File: src/design/frpc_pkg.sv
// constants, types and opcode decode for the flash register and program host
package frpc_pkg;
    localparam logic [7:0] OP_RD_SR1 = 8'h05;
    localparam logic [7:0] OP_RD_SR2 = 8'h35;
    localparam logic [7:0] OP_RD_NVCFG = 8'hB5;
    localparam logic [7:0] OP_RD_VCFG = 8'h85;
    localparam logic [7:0] OP_RD_EXTADR = 8'hC8;
    localparam logic [7:0] OP_WR_SR1 = 8'h01;
    localparam logic [7:0] OP_WR_SR2 = 8'h31;
    localparam logic [7:0] OP_WR_NVCFG = 8'hB1;
    localparam logic [7:0] OP_WR_VCFG = 8'h81;
    localparam logic [7:0] OP_WR_EXTADR = 8'hC5;
    localparam logic [7:0] OP_PROG = 8'h02;
    localparam logic [7:0] OP_PROG4 = 8'h12;
    localparam logic [7:0] OP_QPROG4 = 8'h34;
    localparam logic [7:0] DUMMY_BYTE = 8'h00;
    // serial clock half period in core cycles is HALF_LAST + 1
    localparam logic [2:0] HALF_LAST = 3'h3;
    localparam logic [2:0] CS_HIGH_LAST = 3'h7;
    localparam logic [3:0] BITS_SINGLE = 4'h8;
    localparam logic [3:0] BITS_QUAD = 4'h2;
    localparam logic [2:0] ADDR_B3 = 3'h3;
    localparam logic [2:0] ADDR_B4 = 3'h4;
    localparam logic [2:0] ADDR_NONE = 3'h0;
    localparam logic [8:0] PAGE_MAX = 9'h100;
    localparam logic [8:0] ONE_BYTE = 9'h001;

    typedef enum logic [2:0] {
        FRPC_IDLE = 3'b000,
        FRPC_HDR = 3'b001,
        FRPC_RD = 3'b010,
        FRPC_WR = 3'b011,
        FRPC_ENDF = 3'b100
    } frpc_state_t;

    typedef struct packed {
        logic ok;
        logic [2:0] ab;
        logic dummy;
        logic rd;
        logic quad;
        logic multi;
    } frpc_info_t;

    function automatic frpc_info_t frpc_decode(input logic [7:0] op, input logic a4);
        frpc_info_t i;
        logic [2:0] ab;
        i = '0;
        ab = a4 ? ADDR_B4 : ADDR_B3;
        case (op)
            OP_RD_SR1, OP_RD_SR2, OP_RD_EXTADR:
            begin
                i.ok = 1'b1;
                i.rd = 1'b1;
                i.multi = 1'b1;
            end
            OP_RD_NVCFG, OP_RD_VCFG:
            begin
                i.ok = 1'b1;
                i.ab = ab;
                i.dummy = 1'b1;
                i.rd = 1'b1;
            end
            OP_WR_SR1, OP_WR_SR2, OP_WR_EXTADR:
            begin
                i.ok = 1'b1;
            end
            OP_WR_NVCFG, OP_WR_VCFG:
            begin
                i.ok = 1'b1;
                i.ab = ab;
            end
            OP_PROG:
            begin
                i.ok = 1'b1;
                i.ab = ab;
                i.multi = 1'b1;
            end
            OP_PROG4, OP_QPROG4:
            begin
                i.ok = 1'b1;
                i.ab = ADDR_B4;
                i.multi = 1'b1;
                i.quad = (op == OP_QPROG4);
            end
            default:
            begin
                i = '0;
            end
        endcase
        return i;
    endfunction
endpackage

File: src/design/frpc_if.sv
// byte request and answer between the sequencer and the serial engine
`timescale 1ns/100ps
interface frpc_if;
    logic go;
    logic [7:0] tx;
    logic quad;
    logic drive;
    logic [3:0] io_s;
    logic done;
    logic [7:0] rx;
    modport ctl (output go, output tx, output quad, output drive, output io_s,
        input done, input rx);
    modport eng (input go, input tx, input quad, input drive, input io_s,
        output done, output rx);
endinterface

File: src/design/frpc_host.sv
// host sequencer for flash register read/write and page program commands
// Contract
// opcode 05h reads status one on one line, no address or dummy, repeating while clocked.
// opcode 35h reads status two on one line, no address or dummy, repeating while clocked.
// opcode B5h sends 3 or 4 address bytes, 8 dummy clocks, then one nonvolatile byte.
// opcode 85h sends 3 or 4 address bytes, 8 dummy clocks, then one volatile byte.
// opcode C8h reads the extended address byte on one line, repeating while clocked.
// opcode 01h is followed directly by exactly one data byte on one line.
// opcode 31h is followed directly by exactly one data byte on one line.
// opcode B1h sends 3 or 4 address bytes and one data byte, no dummy.
// opcode 81h sends 3 or 4 address bytes and one data byte, no dummy.
// opcode C5h is followed by one data byte on one line, no address or dummy.
// opcode 02h sends 3 or 4 address bytes then 1 to 256 data bytes on one line.
// opcode 12h always sends 4 address bytes then 1 to 256 data bytes on one line.
// opcode 34h sends opcode and 4 address bytes on one line, 1 to 256 data bytes on four.
// widths name lines for opcode, address and data; zero is absent, brackets are device data.
// the three-or-four address length is three, or four while 4-byte mode is on.
// data is sampled on rising serial clock edges and changed so it is stable for them.
`timescale 1ns/100ps
module frpc_host
    import frpc_pkg::*;
(
    input wire logic core_clk, // core clock, 100 MHz
    input wire logic rst, // async reset, active high
    input wire logic cmd_valid, // command request
    input wire logic [7:0] cmd_op, // opcode
    input wire logic [31:0] cmd_addr, // address, low 24 bits in 3-byte mode
    input wire logic cmd_addr4, // 4-byte address mode is active
    input wire logic [8:0] cmd_len, // data bytes for streams and programs
    output logic cmd_ready, // idle, command may be taken
    input wire logic wr_valid, // write byte present
    input wire logic [7:0] wr_data, // write byte
    output logic wr_taken, // pulse: write byte was taken
    output logic rd_valid, // pulse: read byte on rd_data
    output logic [7:0] rd_data, // read byte
    output logic cmd_done, // pulse: frame finished
    output logic cmd_err, // pulse: command refused
    output logic sclk, // serial clock
    output logic cs_n, // chip select, active low
    output logic [3:0] io_o, // data pin outputs
    output logic [3:0] io_oe, // data pin enables
    input wire logic [3:0] io_i // data pin inputs
);

    typedef struct packed {
        frpc_state_t st;
        logic [7:0] op;
        frpc_info_t info;
        logic [31:0] a;
        logic [2:0] nab;
        logic [8:0] left;
        logic pend;
        logic [2:0] cnt;
        logic [3:0] s1;
        logic [3:0] s2;
        logic go;
        logic [7:0] tx;
        logic quad;
        logic drive;
        logic cmd_ready;
        logic wr_taken;
        logic rd_valid;
        logic [7:0] rd_data;
        logic done;
        logic err;
        logic cs_n;
    } frpc_top_t;

    frpc_top_t q, d;
    frpc_if bus ();
    frpc_info_t inf;
    logic bad;

    frpc_shift frpc_shift_inst (
        .core_clk(core_clk),
        .rst(rst),
        .bus(bus.eng),
        .sclk(sclk),
        .io_o(io_o),
        .io_oe(io_oe)
    );

    always_comb
    begin
        d = q;
        d.go = 1'b0;
        d.wr_taken = 1'b0;
        d.rd_valid = 1'b0;
        d.done = 1'b0;
        d.err = 1'b0;
        d.s1 = io_i;
        d.s2 = q.s1;
        inf = frpc_decode(cmd_op, cmd_addr4);
        bad = !inf.ok || (inf.multi && (cmd_len == 9'h000 || (!inf.rd && cmd_len > PAGE_MAX)));
        unique case (q.st)
            FRPC_IDLE:
            begin
                d.cmd_ready = 1'b1;
                d.cs_n = 1'b1;
                if (cmd_valid && q.cmd_ready)
                begin
                    d.cmd_ready = 1'b0;
                    if (bad)
                    begin
                        // refused: no frame, chip select stays high
                        d.err = 1'b1;
                    end
                    else
                    begin
                        // opcode always on one line
                        d.st = FRPC_HDR;
                        d.cs_n = 1'b0;
                        d.op = cmd_op;
                        d.info = inf;
                        d.nab = inf.ab;
                        d.a = (inf.ab == ADDR_B4) ? cmd_addr : {cmd_addr[23:0], 8'h00};
                        d.left = inf.multi ? cmd_len : ONE_BYTE;
                        d.go = 1'b1;
                        d.tx = cmd_op;
                        d.quad = 1'b0;
                        d.drive = 1'b1;
                    end
                end
            end
            FRPC_HDR:
            begin
                if (bus.done)
                begin
                    d.go = 1'b1;
                    d.quad = 1'b0;
                    if (q.nab != ADDR_NONE)
                    begin
                        // address bytes go out msb first on one line
                        d.tx = q.a[31:24];
                        d.a = {q.a[23:0], 8'h00};
                        d.nab = q.nab - 3'h1;
                        d.drive = 1'b1;
                    end
                    else if (q.info.dummy)
                    begin
                        d.tx = DUMMY_BYTE;
                        d.drive = 1'b0;
                        d.info.dummy = 1'b0;
                    end
                    else if (q.info.rd)
                    begin
                        d.tx = DUMMY_BYTE;
                        d.drive = 1'b0;
                        d.st = FRPC_RD;
                    end
                    else
                    begin
                        d.go = 1'b0;
                        d.pend = 1'b0;
                        d.st = FRPC_WR;
                    end
                end
            end
            FRPC_RD:
            begin
                if (bus.done)
                begin
                    d.rd_valid = 1'b1;
                    d.rd_data = bus.rx;
                    if (q.left == ONE_BYTE)
                    begin
                        d.st = FRPC_ENDF;
                        d.cnt = '0;
                    end
                    else
                    begin
                        // keep clocking to receive the repeated register byte
                        d.left = q.left - 9'h001;
                        d.go = 1'b1;
                        d.tx = DUMMY_BYTE;
                        d.drive = 1'b0;
                    end
                end
            end
            FRPC_WR:
            begin
                if (q.pend)
                begin
                    if (bus.done)
                    begin
                        d.pend = 1'b0;
                        if (q.left == ONE_BYTE)
                        begin
                            d.st = FRPC_ENDF;
                            d.cnt = '0;
                        end
                        else
                        begin
                            d.left = q.left - 9'h001;
                        end
                    end
                end
                else if (wr_valid)
                begin
                    // clock waits low while the byte source stalls
                    d.wr_taken = 1'b1;
                    d.pend = 1'b1;
                    d.go = 1'b1;
                    d.tx = wr_data;
                    d.quad = q.info.quad;
                    d.drive = 1'b1;
                end
            end
            FRPC_ENDF:
            begin
                d.cnt = q.cnt + 3'h1;
                // chip select rises five core cycles after the last fall, one more than half a clock
                if (q.cnt == HALF_LAST)
                    d.cs_n = 1'b1;
                if (q.cnt == CS_HIGH_LAST)
                begin
                    d.done = 1'b1;
                    d.cmd_ready = 1'b1;
                    d.st = FRPC_IDLE;
                end
            end
        endcase
    end

    always_ff @(posedge core_clk or posedge rst)
    begin
        if (rst)
        begin
            q <= '0;
            q.cs_n <= 1'b1;
        end
        else
        begin
            q <= d;
        end
    end

    assign bus.go = q.go;
    assign bus.tx = q.tx;
    assign bus.quad = q.quad;
    assign bus.drive = q.drive;
    assign bus.io_s = q.s2;
    assign cmd_ready = q.cmd_ready;
    assign wr_taken = q.wr_taken;
    assign rd_valid = q.rd_valid;
    assign rd_data = q.rd_data;
    assign cmd_done = q.done;
    assign cmd_err = q.err;
    assign cs_n = q.cs_n;

    // helper: rising serial clock edges and data bytes in the current frame
    logic sclk_p;
    logic [15:0] edges;
    logic [15:0] len_h;
    logic [15:0] ab_h;
    logic [8:0] bytes_h;

    always_ff @(posedge core_clk or posedge rst)
    begin
        if (rst)
        begin
            sclk_p <= 1'b0;
            edges <= 16'h0000;
            len_h <= 16'h0000;
            bytes_h <= 9'h000;
        end
        else
        begin
            sclk_p <= sclk;
            if (q.st == FRPC_IDLE && q.done == 1'b0)
                edges <= 16'h0000;
            else if (sclk && !sclk_p)
                edges <= edges + 16'h0001;
            if (cmd_valid && q.cmd_ready)
                len_h <= {7'h00, cmd_len};
            if (q.st == FRPC_IDLE && q.done == 1'b0)
                bytes_h <= 9'h000;
            else if (q.wr_taken || q.rd_valid)
                bytes_h <= bytes_h + 9'h001;
        end
    end

    assign ab_h = {13'h0000, q.info.ab};
endmodule

File: src/design/frpc_shift.sv
// serial engine: one byte per request on one or four lines, mode 0 clocking
`timescale 1ns/100ps
module frpc_shift
    import frpc_pkg::*;
(
    input wire logic core_clk, // core clock
    input wire logic rst, // async reset, active high
    frpc_if.eng bus, // byte requests
    output logic sclk, // serial clock pin
    output logic [3:0] io_o, // data pin outputs
    output logic [3:0] io_oe // data pin enables
);
    typedef struct packed {
        logic busy;
        logic high;
        logic [2:0] cnt;
        logic [3:0] bits;
        logic quad;
        logic [7:0] sh;
        logic [7:0] rx;
        logic done;
        logic sclk;
        logic [3:0] io_o;
        logic [3:0] io_oe;
    } frpc_eng_t;

    frpc_eng_t q, d;

    function automatic logic [3:0] lead(input logic [7:0] v, input logic qd);
        return qd ? v[7:4] : {3'h0, v[7]};
    endfunction

    function automatic logic [7:0] shl(input logic [7:0] v, input logic qd);
        return qd ? {v[3:0], 4'h0} : {v[6:0], 1'b0};
    endfunction

    always_comb
    begin
        d = q;
        d.done = 1'b0;
        if (!q.busy)
        begin
            if (bus.go)
            begin
                d.busy = 1'b1;
                d.high = 1'b0;
                d.cnt = '0;
                d.quad = bus.quad;
                d.bits = bus.quad ? BITS_QUAD : BITS_SINGLE;
                d.io_o = lead(bus.tx, bus.quad);
                d.sh = shl(bus.tx, bus.quad);
                d.io_oe = !bus.drive ? 4'h0 : (bus.quad ? 4'hF : 4'h1);
            end
        end
        else if (q.cnt != HALF_LAST)
        begin
            d.cnt = q.cnt + 3'h1;
        end
        else
        begin
            d.cnt = '0;
            if (!q.high)
            begin
                d.high = 1'b1;
                d.sclk = 1'b1;
            end
            else
            begin
                // sample at the end of the high phase; the device changes on the fall
                d.high = 1'b0;
                d.sclk = 1'b0;
                d.rx = q.quad ? {q.rx[3:0], bus.io_s} : {q.rx[6:0], bus.io_s[1]};
                if (q.bits == 4'h1)
                begin
                    d.busy = 1'b0;
                    d.done = 1'b1;
                    d.io_oe = 4'h0;
                end
                else
                begin
                    d.bits = q.bits - 4'h1;
                    d.io_o = lead(q.sh, q.quad);
                    d.sh = shl(q.sh, q.quad);
                end
            end
        end
    end

    always_ff @(posedge core_clk or posedge rst)
    begin
        if (rst)
            q <= '0;
        else
            q <= d;
    end

    assign bus.done = q.done;
    assign bus.rx = q.rx;
    assign sclk = q.sclk;
    assign io_o = q.io_o;
    assign io_oe = q.io_oe;
endmodule

File: config.mk
export PLATFORM = sky130hd
export DESIGN_NAME = frpc_host
export DESIGN_NICKNAME = d
export VERILOG_FILES = /design/src/design/frpc_pkg.sv /design/src/design/frpc_if.sv /design/src/design/frpc_host.sv /design/src/design/frpc_shift.sv
export SDC_FILE = /design/constraint.sdc
export NUM_CORES = 1
export LEC_CHECK = 0
export BUFFER_PORTS_ARGS = -buffer_cell sky130_fd_sc_hd__buf_2
export CAP_MARGIN = 25
export CORE_MARGIN = 4
export CORE_UTILIZATION = 54
export CTS_BUF_LIST = sky130_fd_sc_hd__clkbuf_2 sky130_fd_sc_hd__clkbuf_4 sky130_fd_sc_hd__clkbuf_8
export DETAILED_ROUTE_END_ITERATION = 12
export PLACE_DENSITY = 0.85
export SYNTH_ARGS = -nofsm -noshare
export SYNTH_HDL_FRONTEND = slang
export SYNTH_HIERARCHICAL = 1
export SYNTH_SLANG_ARGS = --single-unit
File: constraint.sdc
create_clock -name core_clk -period 2.7 [get_ports core_clk]
set_input_delay 0.135 -clock core_clk [delete_from_list [all_inputs] [get_ports core_clk]]
set_output_delay 0.135 -clock core_clk [all_outputs]
set_load 0.05 [all_outputs]
==> summary.txt <==
Synth
  • Post-synth EDFFs: 0
  • Mean area per synthesized cell: 10.4 um2
  • Unique masters post-synth: 66
  • Mapped Nets: 710
  • Proportion of netlist area held by the largest area contributor: 45.4%
  • Cell types with the largest area share after synthesis: dfrtp_1, mux2_2, mux2_4
  • Dominant cell by count in the synthesized netlist: dfrtp_1
  • Post-synth ARST share: 100%
  • Yosys reg bits: 120
  • Top_reg_cell synth: dfrtp_1
  • Sequential-to-total area share from yosys stat: 45.8%
  • Leading post-synthesis cells by instance count: dfrtp_1, nor2_1, nand2_1
  • Post-synth design cell area: 0.00657 mm2
  • Gate Count Post-Synth: 634
  • Synthesis Warnings: 6
  • Largest area contributor in the synthesized netlist: dfrtp_1

Placed design
  • Detail Placement HPWL: 10.8 mm
  • IO Port Bufs: 88
  • RD Place Congestion: 0.929

Critical path
  • Worst path cell trace: dlygate4sd3_1 -> buf_2 -> or4b_1 -> a2111oi_2 -> a31oi_1 -> o31a_1 -> buf_12 -> mux2_2 -> a22oi_1 -> a21oi_1
  • Crit-path slowest cell: dlygate4sd3_1
  • Worst reg2reg path depth: 9
  • Type of element launching the critical path: input pin
  • Start-to-end type of the worst setup path: in2reg
  • WP data required: 3.02 ns
  • Largest fanout on the critical path: 26
  • Critical Path End Type: register
  • Data arrival, critical path: 2.91 ns
  • Delay of the slowest cell on the worst path: 0.56 ns

GRT
  • Largest net degree at the start of global routing: 54
  • Via count of the first global-routing pass: 5,594
  • Wire length of the first global-routing pass: 27.1 mm
  • Initial antenna violation count: 1
  • Sum of overflow across all layers after global routing: 0
  • Combined global-route utilization of all metal layers: 23.4%

Power
  • Leak pwr: 3.61 nW
  • Sequential share of power: 46.7%
  • Switching Share: 23.6%
  • Clock share of power: 47.9%
  • Power spent charging and discharging nets: 0.000912 W
  • Power per cell area: 501 mW/mm2
  • Peak supply drop: 0.349 mV
  • Power Internal: 0.00296 W
  • Overall power after layout: 0.00387 W
  • Combinational fraction of design power: 5.4%

STA
  • Final worst path period share: 95.9%
  • Max_slew headroom: 33.5%
  • Clock Skew: 0.0115 ns
  • Number of endpoints failing setup at the final stage: 0
  • Worst hold-check slack: 0.0349 ns
  • Post-route setup TNS: 0 ns
  • Worst-Margin Slew: 0.988 ns
  • Final Hold Viols: 0
  • Unrepaired setup endpoints after global routing: no
  • Final number of max-transition violations: 0
  • Shortest clock period the worst path allows after layout: 2.59 ns
  • Achievable Freq: 0.386 GHz

Final layout
  • Share of final-layout standard cells stronger than drive strength 1: 28.5%
  • Area added between synthesis and finish: 17.6%
  • Number of antenna diodes: 0
  • Nets: 797

Floorplan
  • Die boundary height: 118 um
  • Starting density of the core: 54.9%
  • Standard-cell rows: 40
  • Width of the die: 118 um
  • Top-level port count: 89
  • Full die area: 0.0140 mm2
  • Area of the core: 0.0120 mm2

Routing
  • Detailed router's first-iteration violation count: 565
  • Number of detailed-routing iterations run before antenna repair: 5
  • Post-detailed-route wirelength per cell: 18.2 um
  • Number of DRC violations after detailed routing: 0
  • Sum of routed wire length over all layers: 16.0 mm
  • DRT antenna net count: 0
  • Detail-routed via count per cell: 6.23
  • Via count: 5,487

Clock network
  • Clock slew at the register clock pins of the worst setup and hold paths: 0.07 ns
  • Clock insertion delay at the later pin of the skew report: 0.44 ns
  • Clock buffers created by TritonCTS: 17
  • Clock tree root buffer cell: clkbuf_8
  • H-tree depth: 4
  • TritonCTS clock tree: yes
  • Number of buffers inserted by post-CTS setup repair: 0
  • Largest buffer count on any clock path: 2
  • Clock tree sinks: 120

Min path
  • Class of the worst hold path: in2reg
  • Number of stages on the worst hold path: 3

Run
  • Max-cap violations: 0

Run status
  • Status: finished clean
## routing by layer
| layer | wire length [um] | GRT usage [%] |
|---|---|---|
| met5 | 8 | 0 |
| met4 | 321 | 7.33 |
| met3 | 922 | 5.69 |
| met2 | 8200 | 40.1 |
| met1 | 6570 | 29.1 |
## cells by family (layout without fill, tap and decap cells)
logic type	count (synthesis)	count (layout)	share of synthesized area, %
AO/OA/AOI/OAI	189	189	21.3
adder cells (fa/ha/maj)	10	10	1.91
buffers and inverters	88	188	7.11
flip-flops	120	120	45.8
multiplexers	59	59	10.6
AND/OR/NAND/NOR	168	168	13.3
## worst max-delay path: cells and delay by family
family / cells / cell delay, ns
AND/OR/NAND/NOR: 1 / 0.49
multiplexers: 1 / 0.28
buffers and inverters: 3 / 0.92
AO/OA/AOI/OAI: 5 / 1.08
## path summary, 6_finish.rpt
path	from	end	slack, ns
min in group asynchronous	rst	frpc_shift_inst/q[26]$_DFFE_PP0P_	0.36
max	cmd_op[0]	q[64]$_DFFE_PP0P_	0.11
max in group asynchronous	rst	cs_n$_DFFE_PP1P_	1.52
max reg2reg	q[38]$_DFFE_PP0P_	bus.drive$_DFFE_PP0P_	0.17
min reg2reg	d[27]$_DFF_PP0_	bus.io_s[2]$_DFF_PP0_	0.36
min	cmd_len[1]	q[38]$_DFFE_PP0P_	0.03
## area by class of cell
class / instances / area, um2
fillers: 877 / 4240
clock buffers: 18 / 248
multi-input cells: 426 / 3130
well taps: 147 / 184
flip-flops and latches: 120 / 3000
inverters: 29 / 110
repair buffers: 127 / 838
clock inverters: 14 / 209
## cell usage in the layout, fill, tap and decap left out, types with 4 or more instances in the layout
cell type      count
dfrtp_1          119
buf_2             88
nor2_1            56
nand2_1           43
a21oi_1           40
o21ai_0           34
inv_1             27
mux2_2            23
dlygate4sd3_1     22
mux2i_1           21
clkbuf_8          18
a22o_1            17
mux2_4            15
a22oi_2           15
buf_4             13
nor3_1            11
a221o_1           11
ha_1              10
nand2b_1           8
nor4_1             8
a22oi_1            8
a31oi_1            8
o211ai_1           7
inv_6              6
a32o_1             6
nor2b_1            5
a32oi_1            5
nand3_1            4
o22ai_1            4
a2bb2oi_1          4
bufinv_16          4
o221ai_1           4
buf_12             4
## power groups by stage
stage               logic [W]  clock network [W]  registers [W]
finish               0.000210            0.00185        0.00181
floorplan           0.0000933                  0        0.00184
CTS                  0.000208            0.00187        0.00181
global placement     0.000174                  0        0.00184
global route         0.000230            0.00197        0.00181
detailed placement   0.000181                  0        0.00184
## repair_timing
action,CTS,global route
gates resized for setup,0,4
endpoints found under the setup margin,0,15
endpoints found under the hold margin,105,0
hold buffers,22,0
## per-stage QoR
step	instances	area [um2]	setup WS [ns]	util, %
2_1_floorplan	634	6570	0.116	-
3_3_place_gp	827	7030	0.180	58.8
3_5_place_dp	827	7030	0.0804	58.8
4_1_cts	881	7710	0.0535	64.4
5_1_grt	881	7720	0.00176	64.6
6_report	881	7720	0.112	64.6
## state kept, by name, summed over array words and instances (netlist names)
signal                    flops
cs_n                          1
cmd_err                       1
cmd_done                      1
wr_taken                      1
d                             4
frpc_shift_inst/bus.rx        8
rd_valid                      1
frpc_shift_inst/q            17
bus.quad                      1
frpc_shift_inst/sclk          1
bus.drive                     1
bus.tx                        8
frpc_shift_inst/io_oe         2
frpc_shift_inst/io_o          4
bus.go                        1
cmd_ready                     1
frpc_shift_inst/bus.done      1
q                            54
rd_data                       8
bus.io_s                      4
Power figures use the tool's default switching activity.
